File: src/design/ppd_defines.vh
// constants for the packed parameter decoder
//
// Functional notes
// - Parameter 1 bits 0, 1, 2 set amp, mod, fm envelope multi trigger.
// - Parameter 1 bits 3-6: phase 0 free, 1-15 give 0-336 deg by 24 deg.
// - Parameter 2 bits 0-2: unison 0 off, 1-7 stack two to eight voices.
// - Parameter 2 bits 3-4 pick mono, mono glide, poly, poly same-note.
// - Parameter 2 bit 5 picks filter slope, 0 = 12 dB, 1 = 24 dB/octave.
// - Parameter 3 bit pairs 0-1, 2-3, 4-5 pick oscillator 1-3 waveform.
// - Parameter 3 bit 6 picks glide curve, 0 exponential and 1 linear.
// - Parameter 4 bit pairs 0-1, 2-3, 4-5 give oscillator 1-3 octave.
// - Parameter 4 bit 6 set hard-syncs oscillator 2 to oscillator 1.
// - Parameter 5 bits 0 and 1 enable multi-trigger delay of lfo 1 and 2.
// - Parameter 5 bit pairs 2-3 and 4-5 pick lfo 1 and lfo 2 waveform.
// - Parameter 6 bits 0 and 3 pick the restart phase shift of lfo 1, 2.
// - Parameter 6 bits 1 and 4 enable key-synchronised lfo 1, 2 restart.
// - Parameter 6 bits 2 and 5 pick per-voice (0) or shared (1) phase.
// - Locked keysync restarts on lone note, post-change note, song start.
`ifndef PPD_DEFINES_VH
`define PPD_DEFINES_VH

// parameter numbers on the select input
`define PPD_SEL_ENV 3'h1
`define PPD_SEL_UNI 3'h2
`define PPD_SEL_OWAVE 3'h3
`define PPD_SEL_OCT 3'h4
`define PPD_SEL_LWAVE 3'h5
`define PPD_SEL_LSYNC 3'h6

// masks of assigned bits per parameter
`define PPD_MASK_ENV 7'h7f
`define PPD_MASK_UNI 7'h3f
`define PPD_MASK_OWAVE 7'h7f
`define PPD_MASK_OCT 7'h7f
`define PPD_MASK_LWAVE 7'h3f
`define PPD_MASK_LSYNC 7'h3f

// reset values of the stored parameters
`define PPD_RST_ENV 7'h00
`define PPD_RST_UNI 7'h00
`define PPD_RST_OWAVE 7'h00
`define PPD_RST_OCT 7'h00
`define PPD_RST_LWAVE 7'h00
`define PPD_RST_LSYNC 7'h00
`define PPD_RST_WFREE 1'b1
`define PPD_RST_VOICES 4'h1

// field positions
`define PPD_WPH_LSB 3
`define PPD_WPH_MSB 6
`define PPD_UNI_MSB 2
`define PPD_VMODE_LSB 3
`define PPD_FILT_BIT 5
`define PPD_GLIDE_BIT 6
`define PPD_SYNC_BIT 6
`define PPD_LFO2_OFS 3
`define PPD_PAIR0_LSB 0
`define PPD_PAIR1_LSB 2
`define PPD_PAIR2_LSB 4

// keysync phase step in degrees
`define PPD_PHASE_STEP 9'h018

`endif

File: src/design/ppd_packed_param_decoder.v
// packed parameter decoder: unpacks six 7-bit packed voice parameters
`include "ppd_defines.vh"
`default_nettype none

module ppd_packed_param_decoder
(
  // clock and reset
  input wire i_ref_clk,
  input wire i_rst_n,
  // packed value write
  input wire i_param_valid,
  input wire [2:0] i_param_sel,
  input wire [6:0] i_param_value,
  // readback of stored values
  input wire [2:0] i_read_sel,
  output reg [6:0] o_read_data,
  // note and transport events
  input wire i_note_on,
  input wire i_notes_held,
  input wire i_prog_change,
  input wire i_song_start,
  // envelope and wave keysync fields
  output reg o_amp_env_multi,
  output reg o_mod_env_multi,
  output reg o_fm_env_multi,
  output reg o_wave_sync_free,
  output reg [8:0] o_wave_sync_phase_deg,
  // unison, voicing and filter
  output reg o_unison_on,
  output reg [3:0] o_unison_voices,
  output reg [1:0] o_voice_mode,
  output reg o_filter_24db,
  // oscillator waveforms and glide
  output reg [1:0] o_osc1_wave,
  output reg [1:0] o_osc2_wave,
  output reg [1:0] o_osc3_wave,
  output reg o_glide_linear,
  // oscillator octaves and hard sync
  output reg [1:0] o_osc1_octave,
  output reg [1:0] o_osc2_octave,
  output reg [1:0] o_osc3_octave,
  output reg o_osc2_hard_sync,
  // lfo delay and waveform
  output reg o_lfo1_delay_multi,
  output reg o_lfo2_delay_multi,
  output reg [1:0] o_lfo1_wave,
  output reg [1:0] o_lfo2_wave,
  // lfo keysync, lock and phase
  output reg o_lfo1_phase_shift,
  output reg o_lfo1_keysync,
  output reg o_lfo1_lock,
  output reg o_lfo2_phase_shift,
  output reg o_lfo2_keysync,
  output reg o_lfo2_lock,
  // lfo restart strobes
  output reg o_lfo1_restart,
  output reg o_lfo2_restart
);

  // ==========================================================
  // write decode
  // ==========================================================

  // one strobe per parameter; unknown numbers write nothing
  wire wr_env;
  wire wr_uni;
  wire wr_owave;
  wire wr_oct;
  wire wr_lwave;
  wire wr_lsync;

  assign wr_env = i_param_valid & (i_param_sel == `PPD_SEL_ENV);
  assign wr_uni = i_param_valid & (i_param_sel == `PPD_SEL_UNI);
  assign wr_owave = i_param_valid & (i_param_sel == `PPD_SEL_OWAVE);
  assign wr_oct = i_param_valid & (i_param_sel == `PPD_SEL_OCT);
  assign wr_lwave = i_param_valid & (i_param_sel == `PPD_SEL_LWAVE);
  assign wr_lsync = i_param_valid & (i_param_sel == `PPD_SEL_LSYNC);

  // stored packed values, unassigned bits kept at zero
  reg [6:0] envelope_trigger_and_wave_phase;
  reg [6:0] unison_voicing_filter_slope;
  reg [6:0] oscillator_waveforms_glide_curve;
  reg [6:0] oscillator_octaves_hard_sync;
  reg [6:0] lfo_waveform_delay_select;
  reg [6:0] lfo_sync_lock_phase;

  // ==========================================================
  // derived values of the wave keysync and unison fields
  // ==========================================================

  // phase nibble and unison count of the incoming value
  wire [3:0] in_phase;
  wire [2:0] in_unison;
  wire [8:0] next_phase_deg;
  wire [3:0] next_unison_voices;

  assign in_phase = i_param_value[`PPD_WPH_MSB:`PPD_WPH_LSB];
  assign in_unison = i_param_value[`PPD_UNI_MSB:0];
  // code n gives (n-1) steps; code 0 means free-running
  assign next_phase_deg = (in_phase == 4'h0) ? 9'h000 :
    ({5'h00, in_phase} - 9'h001) * `PPD_PHASE_STEP;
  // count n stacks n+1 voices, zero leaves one voice
  assign next_unison_voices = (in_unison == 3'h0) ? 4'h1 :
    ({1'b0, in_unison} + 4'h1);

  // ==========================================================
  // two-bit field slices of the incoming value
  // ==========================================================

  // parameters 3 and 4 keep their two-bit fields at the same
  // three places, parameter 5 at the upper two, so one set of
  // slices serves all of them and a moved field only needs its
  // position changed in one spot
  wire [1:0] in_pair0;
  wire [1:0] in_pair1;
  wire [1:0] in_pair2;

  assign in_pair0 = i_param_value[`PPD_PAIR0_LSB+1:`PPD_PAIR0_LSB];
  assign in_pair1 = i_param_value[`PPD_PAIR1_LSB+1:`PPD_PAIR1_LSB];
  assign in_pair2 = i_param_value[`PPD_PAIR2_LSB+1:`PPD_PAIR2_LSB];

  // ==========================================================
  // stored parameter registers
  // ==========================================================

  // each write touches only its own parameter
  always @(posedge i_ref_clk)
  begin
    if (!i_rst_n)
    begin
      envelope_trigger_and_wave_phase <= `PPD_RST_ENV;
      unison_voicing_filter_slope <= `PPD_RST_UNI;
      oscillator_waveforms_glide_curve <= `PPD_RST_OWAVE;
      oscillator_octaves_hard_sync <= `PPD_RST_OCT;
      lfo_waveform_delay_select <= `PPD_RST_LWAVE;
      lfo_sync_lock_phase <= `PPD_RST_LSYNC;
    end
    else
    begin
      if (wr_env)
      begin
        envelope_trigger_and_wave_phase <=
          i_param_value & `PPD_MASK_ENV;
      end
      if (wr_uni)
      begin
        unison_voicing_filter_slope <=
          i_param_value & `PPD_MASK_UNI;
      end
      if (wr_owave)
      begin
        oscillator_waveforms_glide_curve <=
          i_param_value & `PPD_MASK_OWAVE;
      end
      if (wr_oct)
      begin
        oscillator_octaves_hard_sync <=
          i_param_value & `PPD_MASK_OCT;
      end
      if (wr_lwave)
      begin
        lfo_waveform_delay_select <=
          i_param_value & `PPD_MASK_LWAVE;
      end
      if (wr_lsync)
      begin
        lfo_sync_lock_phase <= i_param_value & `PPD_MASK_LSYNC;
      end
    end
  end

  // ==========================================================
  // decoded field outputs
  // ==========================================================

  // fields load in the same edge as the packed value, so the voice
  // engine never sees a half-updated parameter
  always @(posedge i_ref_clk)
  begin
    if (!i_rst_n)
    begin
      o_amp_env_multi <= 1'b0;
      o_mod_env_multi <= 1'b0;
      o_fm_env_multi <= 1'b0;
      o_wave_sync_free <= `PPD_RST_WFREE;
      o_wave_sync_phase_deg <= 9'h000;
      o_unison_on <= 1'b0;
      o_unison_voices <= `PPD_RST_VOICES;
      o_voice_mode <= 2'h0;
      o_filter_24db <= 1'b0;
      o_osc1_wave <= 2'h0;
      o_osc2_wave <= 2'h0;
      o_osc3_wave <= 2'h0;
      o_glide_linear <= 1'b0;
      o_osc1_octave <= 2'h0;
      o_osc2_octave <= 2'h0;
      o_osc3_octave <= 2'h0;
      o_osc2_hard_sync <= 1'b0;
      o_lfo1_delay_multi <= 1'b0;
      o_lfo2_delay_multi <= 1'b0;
      o_lfo1_wave <= 2'h0;
      o_lfo2_wave <= 2'h0;
      o_lfo1_phase_shift <= 1'b0;
      o_lfo1_keysync <= 1'b0;
      o_lfo1_lock <= 1'b0;
      o_lfo2_phase_shift <= 1'b0;
      o_lfo2_keysync <= 1'b0;
      o_lfo2_lock <= 1'b0;
    end
    else
    begin
      // envelope triggers and wave keysync phase
      if (wr_env)
      begin
        o_amp_env_multi <= i_param_value[0];
        o_mod_env_multi <= i_param_value[1];
        o_fm_env_multi <= i_param_value[2];
        o_wave_sync_free <= (in_phase == 4'h0);
        o_wave_sync_phase_deg <= next_phase_deg;
      end
      // unison, voice allocation and filter slope; bit 6 dropped
      if (wr_uni)
      begin
        o_unison_on <= (in_unison != 3'h0);
        o_unison_voices <= next_unison_voices;
        o_voice_mode <= i_param_value[`PPD_VMODE_LSB+1:`PPD_VMODE_LSB];
        o_filter_24db <= i_param_value[`PPD_FILT_BIT];
      end
      // oscillator waveforms and glide curve
      if (wr_owave)
      begin
        o_osc1_wave <= in_pair0;
        o_osc2_wave <= in_pair1;
        o_osc3_wave <= in_pair2;
        o_glide_linear <= i_param_value[`PPD_GLIDE_BIT];
      end
      // octave codes pass as stored: 0 means one octave down
      if (wr_oct)
      begin
        o_osc1_octave <= in_pair0;
        o_osc2_octave <= in_pair1;
        o_osc3_octave <= in_pair2;
        o_osc2_hard_sync <= i_param_value[`PPD_SYNC_BIT];
      end
      // lfo delay multi and waveforms; bit 6 dropped
      if (wr_lwave)
      begin
        o_lfo1_delay_multi <= i_param_value[0];
        o_lfo2_delay_multi <= i_param_value[1];
        o_lfo1_wave <= in_pair1;
        o_lfo2_wave <= in_pair2;
      end
      // lfo keysync, lock and phase, second lfo three bits up
      if (wr_lsync)
      begin
        o_lfo1_phase_shift <= i_param_value[0];
        o_lfo1_keysync <= i_param_value[1];
        o_lfo1_lock <= i_param_value[2];
        o_lfo2_phase_shift <= i_param_value[`PPD_LFO2_OFS];
        o_lfo2_keysync <= i_param_value[`PPD_LFO2_OFS+1];
        o_lfo2_lock <= i_param_value[`PPD_LFO2_OFS+2];
      end
    end
  end

  // ==========================================================
  // lfo restart generation
  // ==========================================================

  // remembers a program change until the next note arrives
  reg first_after_pc;

  // a change in the same cycle as a note wins, so that note does
  // not consume it and the following note is the first one
  always @(posedge i_ref_clk)
  begin
    if (!i_rst_n)
    begin
      first_after_pc <= 1'b0;
    end
    else if (i_prog_change)
    begin
      first_after_pc <= 1'b1;
    end
    else if (i_note_on)
    begin
      first_after_pc <= 1'b0;
    end
  end

  // global restart: lone note, first note after change, song start
  wire global_sync;

  assign global_sync = i_song_start |
    (i_note_on & (~i_notes_held | first_after_pc));

  // a note and a song start in one cycle give a single strobe;
  // locked lfo follows the global events, free lfo every note;
  // uses the settings already stored, not a write in flight
  always @(posedge i_ref_clk)
  begin
    if (!i_rst_n)
    begin
      o_lfo1_restart <= 1'b0;
      o_lfo2_restart <= 1'b0;
    end
    else
    begin
      o_lfo1_restart <= o_lfo1_keysync &
        (o_lfo1_lock ? global_sync : i_note_on);
      o_lfo2_restart <= o_lfo2_keysync &
        (o_lfo2_lock ? global_sync : i_note_on);
    end
  end

  // ==========================================================
  // readback
  // ==========================================================

  // registered mux; unknown numbers read as zero
  // the select is sampled every edge, so data trails it by a cycle
  always @(posedge i_ref_clk)
  begin
    if (!i_rst_n)
    begin
      o_read_data <= 7'h00;
    end
    else
    begin
      case (i_read_sel)
        `PPD_SEL_ENV: o_read_data <= envelope_trigger_and_wave_phase;
        `PPD_SEL_UNI: o_read_data <= unison_voicing_filter_slope;
        `PPD_SEL_OWAVE: o_read_data <= oscillator_waveforms_glide_curve;
        `PPD_SEL_OCT: o_read_data <= oscillator_octaves_hard_sync;
        `PPD_SEL_LWAVE: o_read_data <= lfo_waveform_delay_select;
        `PPD_SEL_LSYNC: o_read_data <= lfo_sync_lock_phase;
        default: o_read_data <= 7'h00;
      endcase
    end
  end

endmodule // ppd_packed_param_decoder

`default_nettype wire

File: config.mk
export PLATFORM = sky130hd
export DESIGN_NAME = ppd_packed_param_decoder
export DESIGN_NICKNAME = d
export VERILOG_FILES = /design/src/design/ppd_packed_param_decoder.v
export VERILOG_INCLUDE_DIRS = /design/src /design/src/design
export SDC_FILE = /design/constraint.sdc
export NUM_CORES = 1
export LEC_CHECK = 0
export ABC_AREA = 1
export BUFFER_PORTS_ARGS = -buffer_cell sky130_fd_sc_hd__buf_2
export CORE_ASPECT_RATIO = 0.75
export CORE_UTILIZATION = 35
export DETAILED_ROUTE_END_ITERATION = 10
export SETUP_SLACK_MARGIN = 0.2
export SLEW_MARGIN = 15
export SYNTH_ARGS = -nofsm -noshare
export SYNTH_HDL_FRONTEND = slang
export SYNTH_SLANG_ARGS = --single-unit
File: constraint.sdc
create_clock -name i_ref_clk -period 5.8 [get_ports i_ref_clk]
set_input_delay 1.45 -clock i_ref_clk [delete_from_list [all_inputs] [get_ports i_ref_clk]]
set_output_delay 1.45 -clock i_ref_clk [all_outputs]
set_load 0.03 [all_outputs]
==> impl_metrics.ini, run 1 <==
[run_status]
outcome = completed

[cts]
cts_resized = 0
post-cts-setup-buffers = 0
h-tree-depth = 3
cts_buffer_depth = 2
insertion_delay_ns = 0.34
cts_sinks = 61
clk_pin_slew_worst_paths_ns = 0.07
cts_root_buf = clkbuf_8
ctsHoldBuffers = 0
cts_tree = built
cts_inserted_buffers = 9

[routing]
ant_nets = 0
via_per_inst = 4.831
vias = 2551
drc_errors = 0
wl_per_cell_um = 14.44
routed_wl_mm = 7.625
drt-initial-drc-count = 196
firstDrtPassIters = 5

[timing]
min_period_ns = 3.014
skew_ns = 0.004813
finalSetupViolCount = 0
hold_ws_ns = 0.4608
finalHoldViolations = 0
maxSlewHeadroom = 0.5065
maxClockFrequency_ghz = 0.3318
tns_ns = 0
rsz0062_at_grt = false
tightest_slew_ns = 0.7362
fin_crit_sh = 0.5196
fin_ws_ns = 2.786
drv_slew = 0

[critical_path]
cp.required_ns = 6.05
worst-setup-path-type = primary input to flop
critPathTopFamily = simple AND/OR/NAND/NOR gates
path_common_cell = nand2_1
cp_slowest_stage_delay_ns = 0.27
worst_path_max_delay_cell = ha_1
crit_fanout = 7
crit_arrival_ns = 3.27
end_kind = flop
startpoint_type = primary input
crit_buf_inv = 4
crit_chain = buf_2 -> inv_1 -> ha_1 -> inv_1 -> nand2_1 -> nand2_1 -> inv_1 -> ha_1 -> and3_1 -> nor2_1 -> nand3_1 -> nand2_1 -> nand2_1 -> a21oi_1

[synthesis]
synth_top_area_share = 0.4529
yosys_warnings = 0
yosys_register_bits = 61
synth_area_leaders = dfxtp_1, a21oi_1, o21ai_0, nand2_1, inv_1
synth.most_common_cell = dfxtp_1
synth_common_cells = dfxtp_1, nand2_1, a21oi_1, inv_1, o21ai_0
async_reset_ff_frac = 0
yosysUniqueCellTypes = 31
synth-edff-count = 0
avgSynthCellArea_um2 = 7.638
ys.flop_type = dfxtp_1
ys_seq_area_frac = 0.4529
synthesis.area_um2 = 2696
yosysTopAreaCell = dfxtp_1
synth_cells = 353

[grt]
grt_usage = 0.1986
grt_max_degree = 44
antenna_found_initial = 0
grt_overflow = 0
grt_pass1_vias = 2264
grt_pass1_wl_mm = 11.81

[floorplanning]
fp.coreArea_um2 = 7398
design.die.area_um2 = 8062
die_x_um = 103.4
io_pins = 76
die_h_um = 78.01
rows = 27
initial_core_util = 0.3645

[placement]
portBuffers = 72
place_congestion = 0.8514
hpwl_mm = 5.567
dpl.cell_count = 513
place_ws_ns = 2.479

[layout]
synthToLayoutAreaGrowth_pct = 21.48
instances_no_fill = 528
diodes = 0
nets = 450
drive_above_1_share = 0.2389

[pwr]
max-vdd-ir-drop_mv = 0.08938
total_power_mw = 0.9007
p_leak_nw = 1.525
p_int_mw = 0.6524
p_switching_mw = 0.2483
clock_power_share = 0.381
seqPwrFrac = 0.489
sw_frac_of_total = 0.2757
comb_power_share = 0.130
cellPowerDensity_nw_per_um2 = 275.0

[hold_path]
hold_path.class = flop to flop

[job]
maxCapViolCount = 0
==> power groups by stage <==
| stage | Clock [mW] | Sequential [mW] | Combinational, mW |
|---|---|---|---|
| after floorplan | 0 | 0.469 | 0.0601 |
| after global placement | 0 | 0.450 | 0.115 |
| after detailed placement | 0 | 0.450 | 0.116 |
| after CTS | 0.353 | 0.441 | 0.117 |
| after global routing | 0.371 | 0.442 | 0.130 |
| final | 0.343 | 0.441 | 0.117 |
==> cells in the final DEF, fill, tap and decap left out, types with 10 or more instances in the layout <==
cell and count:
nand2_1 50, a21oi_1 49, clkbuf_8 12, inv_1 49, buf_2 72, dfxtp_1 61, nor2_1 18, o22ai_1 10
nand3_1 17, o21ai_0 44
==> final cells by class <==
| class | instances | area, um2 |
|---|---|---|
| Fill cell | 763 | 4123 |
| Sequential cell | 61 | 1221 |
| Multi-Input combinational cell | 222 | 1176 |
| Timing Repair Buffer | 72 | 360.3 |
| Inverter | 57 | 214.0 |
| Clock buffer | 14 | 172.7 |
| Tap cell | 101 | 126.4 |
| Clock inverter | 1 | 5.005 |
==> state kept, by name, indices dropped and copies added (netlist names), 2 cells and up <==
name and flops:
oscillator_waveforms_glide_curve 7, o_read_data 7, lfo_waveform_delay_select 3, o_unison_voices 4, unison_voicing_filter_slope 4, oscillator_octaves_hard_sync 7, o_wave_sync_phase_deg 6, o_lfo2_wave 2
envelope_trigger_and_wave_phase 7, lfo_sync_lock_phase 5
==> worst paths after layout <==
| kind | slack, ns | startpoint | endpoint | cells past startpoint |
|---|---|---|---|---|
| min reg2reg | 0.46 | o_wave_sync_phase_deg[6]$_SDFFE_PN0P_ | o_wave_sync_phase_deg[6]$_SDFFE_PN0P_ | 2 |
| max | 2.79 | i_param_value[4] | o_wave_sync_phase_deg[7]$_SDFFE_PN0P_ | 14 |
| max reg2reg | 4.80 | o_lfo2_lock$_SDFFE_PN0P_ | o_read_data[5]$_SDFF_PN0_ | 4 |
| min | 0.46 | o_wave_sync_phase_deg[6]$_SDFFE_PN0P_ | o_wave_sync_phase_deg[6]$_SDFFE_PN0P_ | 2 |
==> layer usage <==
| layer | vias to the layer above | wire length (um) | track usage |
|---|---|---|---|
| met5 | - | 0 | 0 |
| met4 | 0 | 51 | 0.05493 |
| met3 | 6 | 566 | 0.05966 |
| met2 | 86 | 3106 | 0.2735 |
| met1 | 1153 | 3901 | 0.2949 |
| li1 | 1306 | - | - |
==> per-stage QoR <==
step / cell area (um2) / util
5_1_grt: 3276 / 0.4428
3_3_place_gp: 3098 / 0.4187
4_1_cts: 3276 / 0.4428
3_5_place_dp: 3098 / 0.4187
6_report: 3276 / 0.4428
2_1_floorplan: 2704 / -
==> worst register-to-register path: stages, from the launching register on <==
cell	delay [ns]
dfxtp_1	0.40
inv_1	0.06
o22ai_1	0.21
nor2_1	0.10
a31oi_1	0.14
==> cell families (layout without fill, tap and decap cells) <==
family,after synthesis,after routing,synth area share
xor+xnor,1,1,0.003249
flops,61,61,0.4529
simple gates,97,97,0.1647
fa+ha+maj,7,7,0.03527
other cells,1,3,0.001391
buf+inv,72,144,0.1137
compound gates,114,114,0.2288
Power figures use the tool's default switching activity.
==> run 2: changes to the inputs <==
ABC_AREA = 0   (was 1)
clock period = 2.4 ns   (was 5.8 ns; I/O delays follow)
==> impl_metrics.ini, run 2 <==
[grt]
antenna_found_initial = 0
grt_max_degree = 29
grt_overflow = 0
grt_usage = 0.1908
grt_pass1_wl_mm = 12.45
grt_pass1_vias = 2314

[synthesis]
yosys_warnings = 0
synth_area_leaders = dfxtp_1, nor2b_1, mux2i_1, nand2_1, a21boi_1
synthesis.area_um2 = 2962
yosys_register_bits = 61
yosysTopAreaCell = dfxtp_1
yosysUniqueCellTypes = 44
synth.most_common_cell = dfxtp_1
ys.flop_type = dfxtp_1
synth-edff-count = 0
synth_cells = 330
synth_top_area_share = 0.4123
async_reset_ff_frac = 0
avgSynthCellArea_um2 = 8.975
synth_common_cells = dfxtp_1, nand2_1, nor2b_1
ys_seq_area_frac = 0.4123

[critical_path]
worst-setup-path-type = primary input to flop
critPathTopFamily = adder cells
end_kind = flop
cp_slowest_stage_delay_ns = 0.27
crit_fanout = 6
startpoint_type = primary input
crit_chain = buf_2 -> inv_1 -> ha_4 -> xor2_2 -> ha_1 -> a21o_1 -> a21oi_1 -> xnor2_1 -> o21ai_1
cp.required_ns = 2.62
r2r_start = envelope_trigger_and_wave_phase[2]$_SDFFE_PN0P_
r2r_end = o_read_data[2]$_SDFF_PN0_
worst_path_max_delay_cell = ha_1
crit_buf_inv = 2
rr_worst_depth = 4
crit_arrival_ns = 2.14
ff2ff_setup_slack_ns = 1.18

[floorplanning]
die_h_um = 81.67
rows = 28
io_pins = 76
die_x_um = 108.2
fp.coreArea_um2 = 8058
design.die.area_um2 = 8837
initial_core_util = 0.3675

[cts]
h-tree-depth = 3
ctsHoldBuffers = 0
insertion_delay_ns = 0.33
post-cts-setup-buffers = 0
cts_resized = 0
cts_sinks = 61
cts_root_buf = clkbuf_16
clk_pin_slew_worst_paths_ns = 0.05
cts_buffer_depth = 2
cts_inserted_buffers = 9
cts_tree = built

[pwr]
p_leak_nw = 1.594
cellPowerDensity_nw_per_um2 = 703.4
max-vdd-ir-drop_mv = 0.3479

[timing]
tightest_slew_ns = 0.5424
maxSlewHeadroom = 0.6384
drv_slew = 0
tns_ns = 0
fin_ws_ns = 0.4782
fin_crit_sh = 0.8008
finalHoldViolations = 0
skew_ns = 0.004737
min_period_ns = 1.922
finalSetupViolCount = 0
rsz0062_at_grt = false
maxClockFrequency_ghz = 0.5203

[layout]
nets = 424
diodes = 0
layout.cells.most_common_list = buf_2, dfxtp_1, nand2_1
drive_above_1_share = 0.2693
final_common_cell = buf_2
synthToLayoutAreaGrowth_pct = 23.45
stdcell_area_um2 = 3656

[hold_path]
hold_path.class = flop to flop
min_from = o_wave_sync_phase_deg[6]$_SDFFE_PN0P_
hold_depth = 2
hold_end = o_wave_sync_phase_deg[6]$_SDFFE_PN0P_

[routing]
firstDrtPassIters = 4
drt-initial-drc-count = 161
via_per_inst = 4.976
drc_errors = 0
wl_per_cell_um = 15.58
vias = 2518
ant_nets = 0
routed_wl_mm = 7.883

[job]
maxCapViolCount = 0

[placement]
place_ws_ns = 0.1351
hpwl_mm = 5.679
place_area_um2 = 3377
place_congestion = 0.8087
portBuffers = 72

[run_status]
outcome = completed
==> run 2: tightest hold or removal path: stages (launching register included) <==
cell and delay, ns:
dfxtp_1 0.30, nand3_1 0.05, o21ai_1 0.05
==> run 2: cells by family after synthesis <==
kind of cell    after synthesis  synth area share
compound gates               74            0.1728
xor+xnor                      8           0.02366
mux                          21           0.07224
buf+inv                      31           0.06041
fa+ha+maj                     7           0.03211
simple gates                127            0.2252
flops                        61            0.4123
other cells                   1          0.001266
==> run 2: where the power goes <==
part           switching (mW)  internal (mW)  leakage [nW]
Clock                   0.423          0.775         0.139
Combinational           0.203          0.116         0.961
Sequential             0.0154           1.04         0.494
Total                   0.641           1.93          1.59
==> run 2: per-layer routing <==
layer	track usage	vias to the layer above	wire length [um]
met1	0.2766	1167	4068
met3	0.05635	10	609
met2	0.2637	85	3115
met4	0.06712	0	89
met5	0	-	0
li1	-	1256	-
==> run 2: worst max path at each step <==
| stage | start | end | slack, ns | cells after the start |
|---|---|---|---|---|
| 2_1_floorplan | i_param_value[3] | o_wave_sync_phase_deg[7]$_SDFFE_PN0P_ | 0.23 | 9 |
| 3_3_place_gp | i_param_value[3] | o_wave_sync_phase_deg[7]$_SDFFE_PN0P_ | 0.16 | 9 |
| 3_5_place_dp | i_param_value[3] | o_wave_sync_phase_deg[7]$_SDFFE_PN0P_ | 0.14 | 9 |
| 4_1_cts | i_param_value[3] | o_wave_sync_phase_deg[7]$_SDFFE_PN0P_ | 0.47 | 9 |
| 5_1_grt | i_param_value[3] | o_wave_sync_phase_deg[6]$_SDFFE_PN0P_ | 0.37 | 8 |
| 6_report | i_param_value[3] | o_wave_sync_phase_deg[7]$_SDFFE_PN0P_ | 0.48 | 9 |
==> run 2: cell type report <==
type	count	area (um2)
flip-flops and latches	61	1221
inverters	6	22.52
fillers	825	4402
well taps	105	131.4
clock buffers	14	274.0
repair buffers	79	412.9
clock inverters	1	5.005
multi-input cells	240	1589
==> run 2: per-stage QoR <==
| stage | utilization | hold WS, ns | power [mW] | instances |
|---|---|---|---|---|
| final | 0.4537 | 0.4504 | 2.572 | 506 |
| after global routing | 0.4537 | 0.4662 | 2.676 | 506 |
| after CTS | 0.4537 | 0.4513 | 2.596 | 506 |
| after detailed placement | 0.4191 | 0.4440 | 1.391 | 491 |
| after global placement | 0.4191 | 0.4358 | 1.391 | 491 |
| after floorplan | - | 0.4326 | 1.303 | 332 |
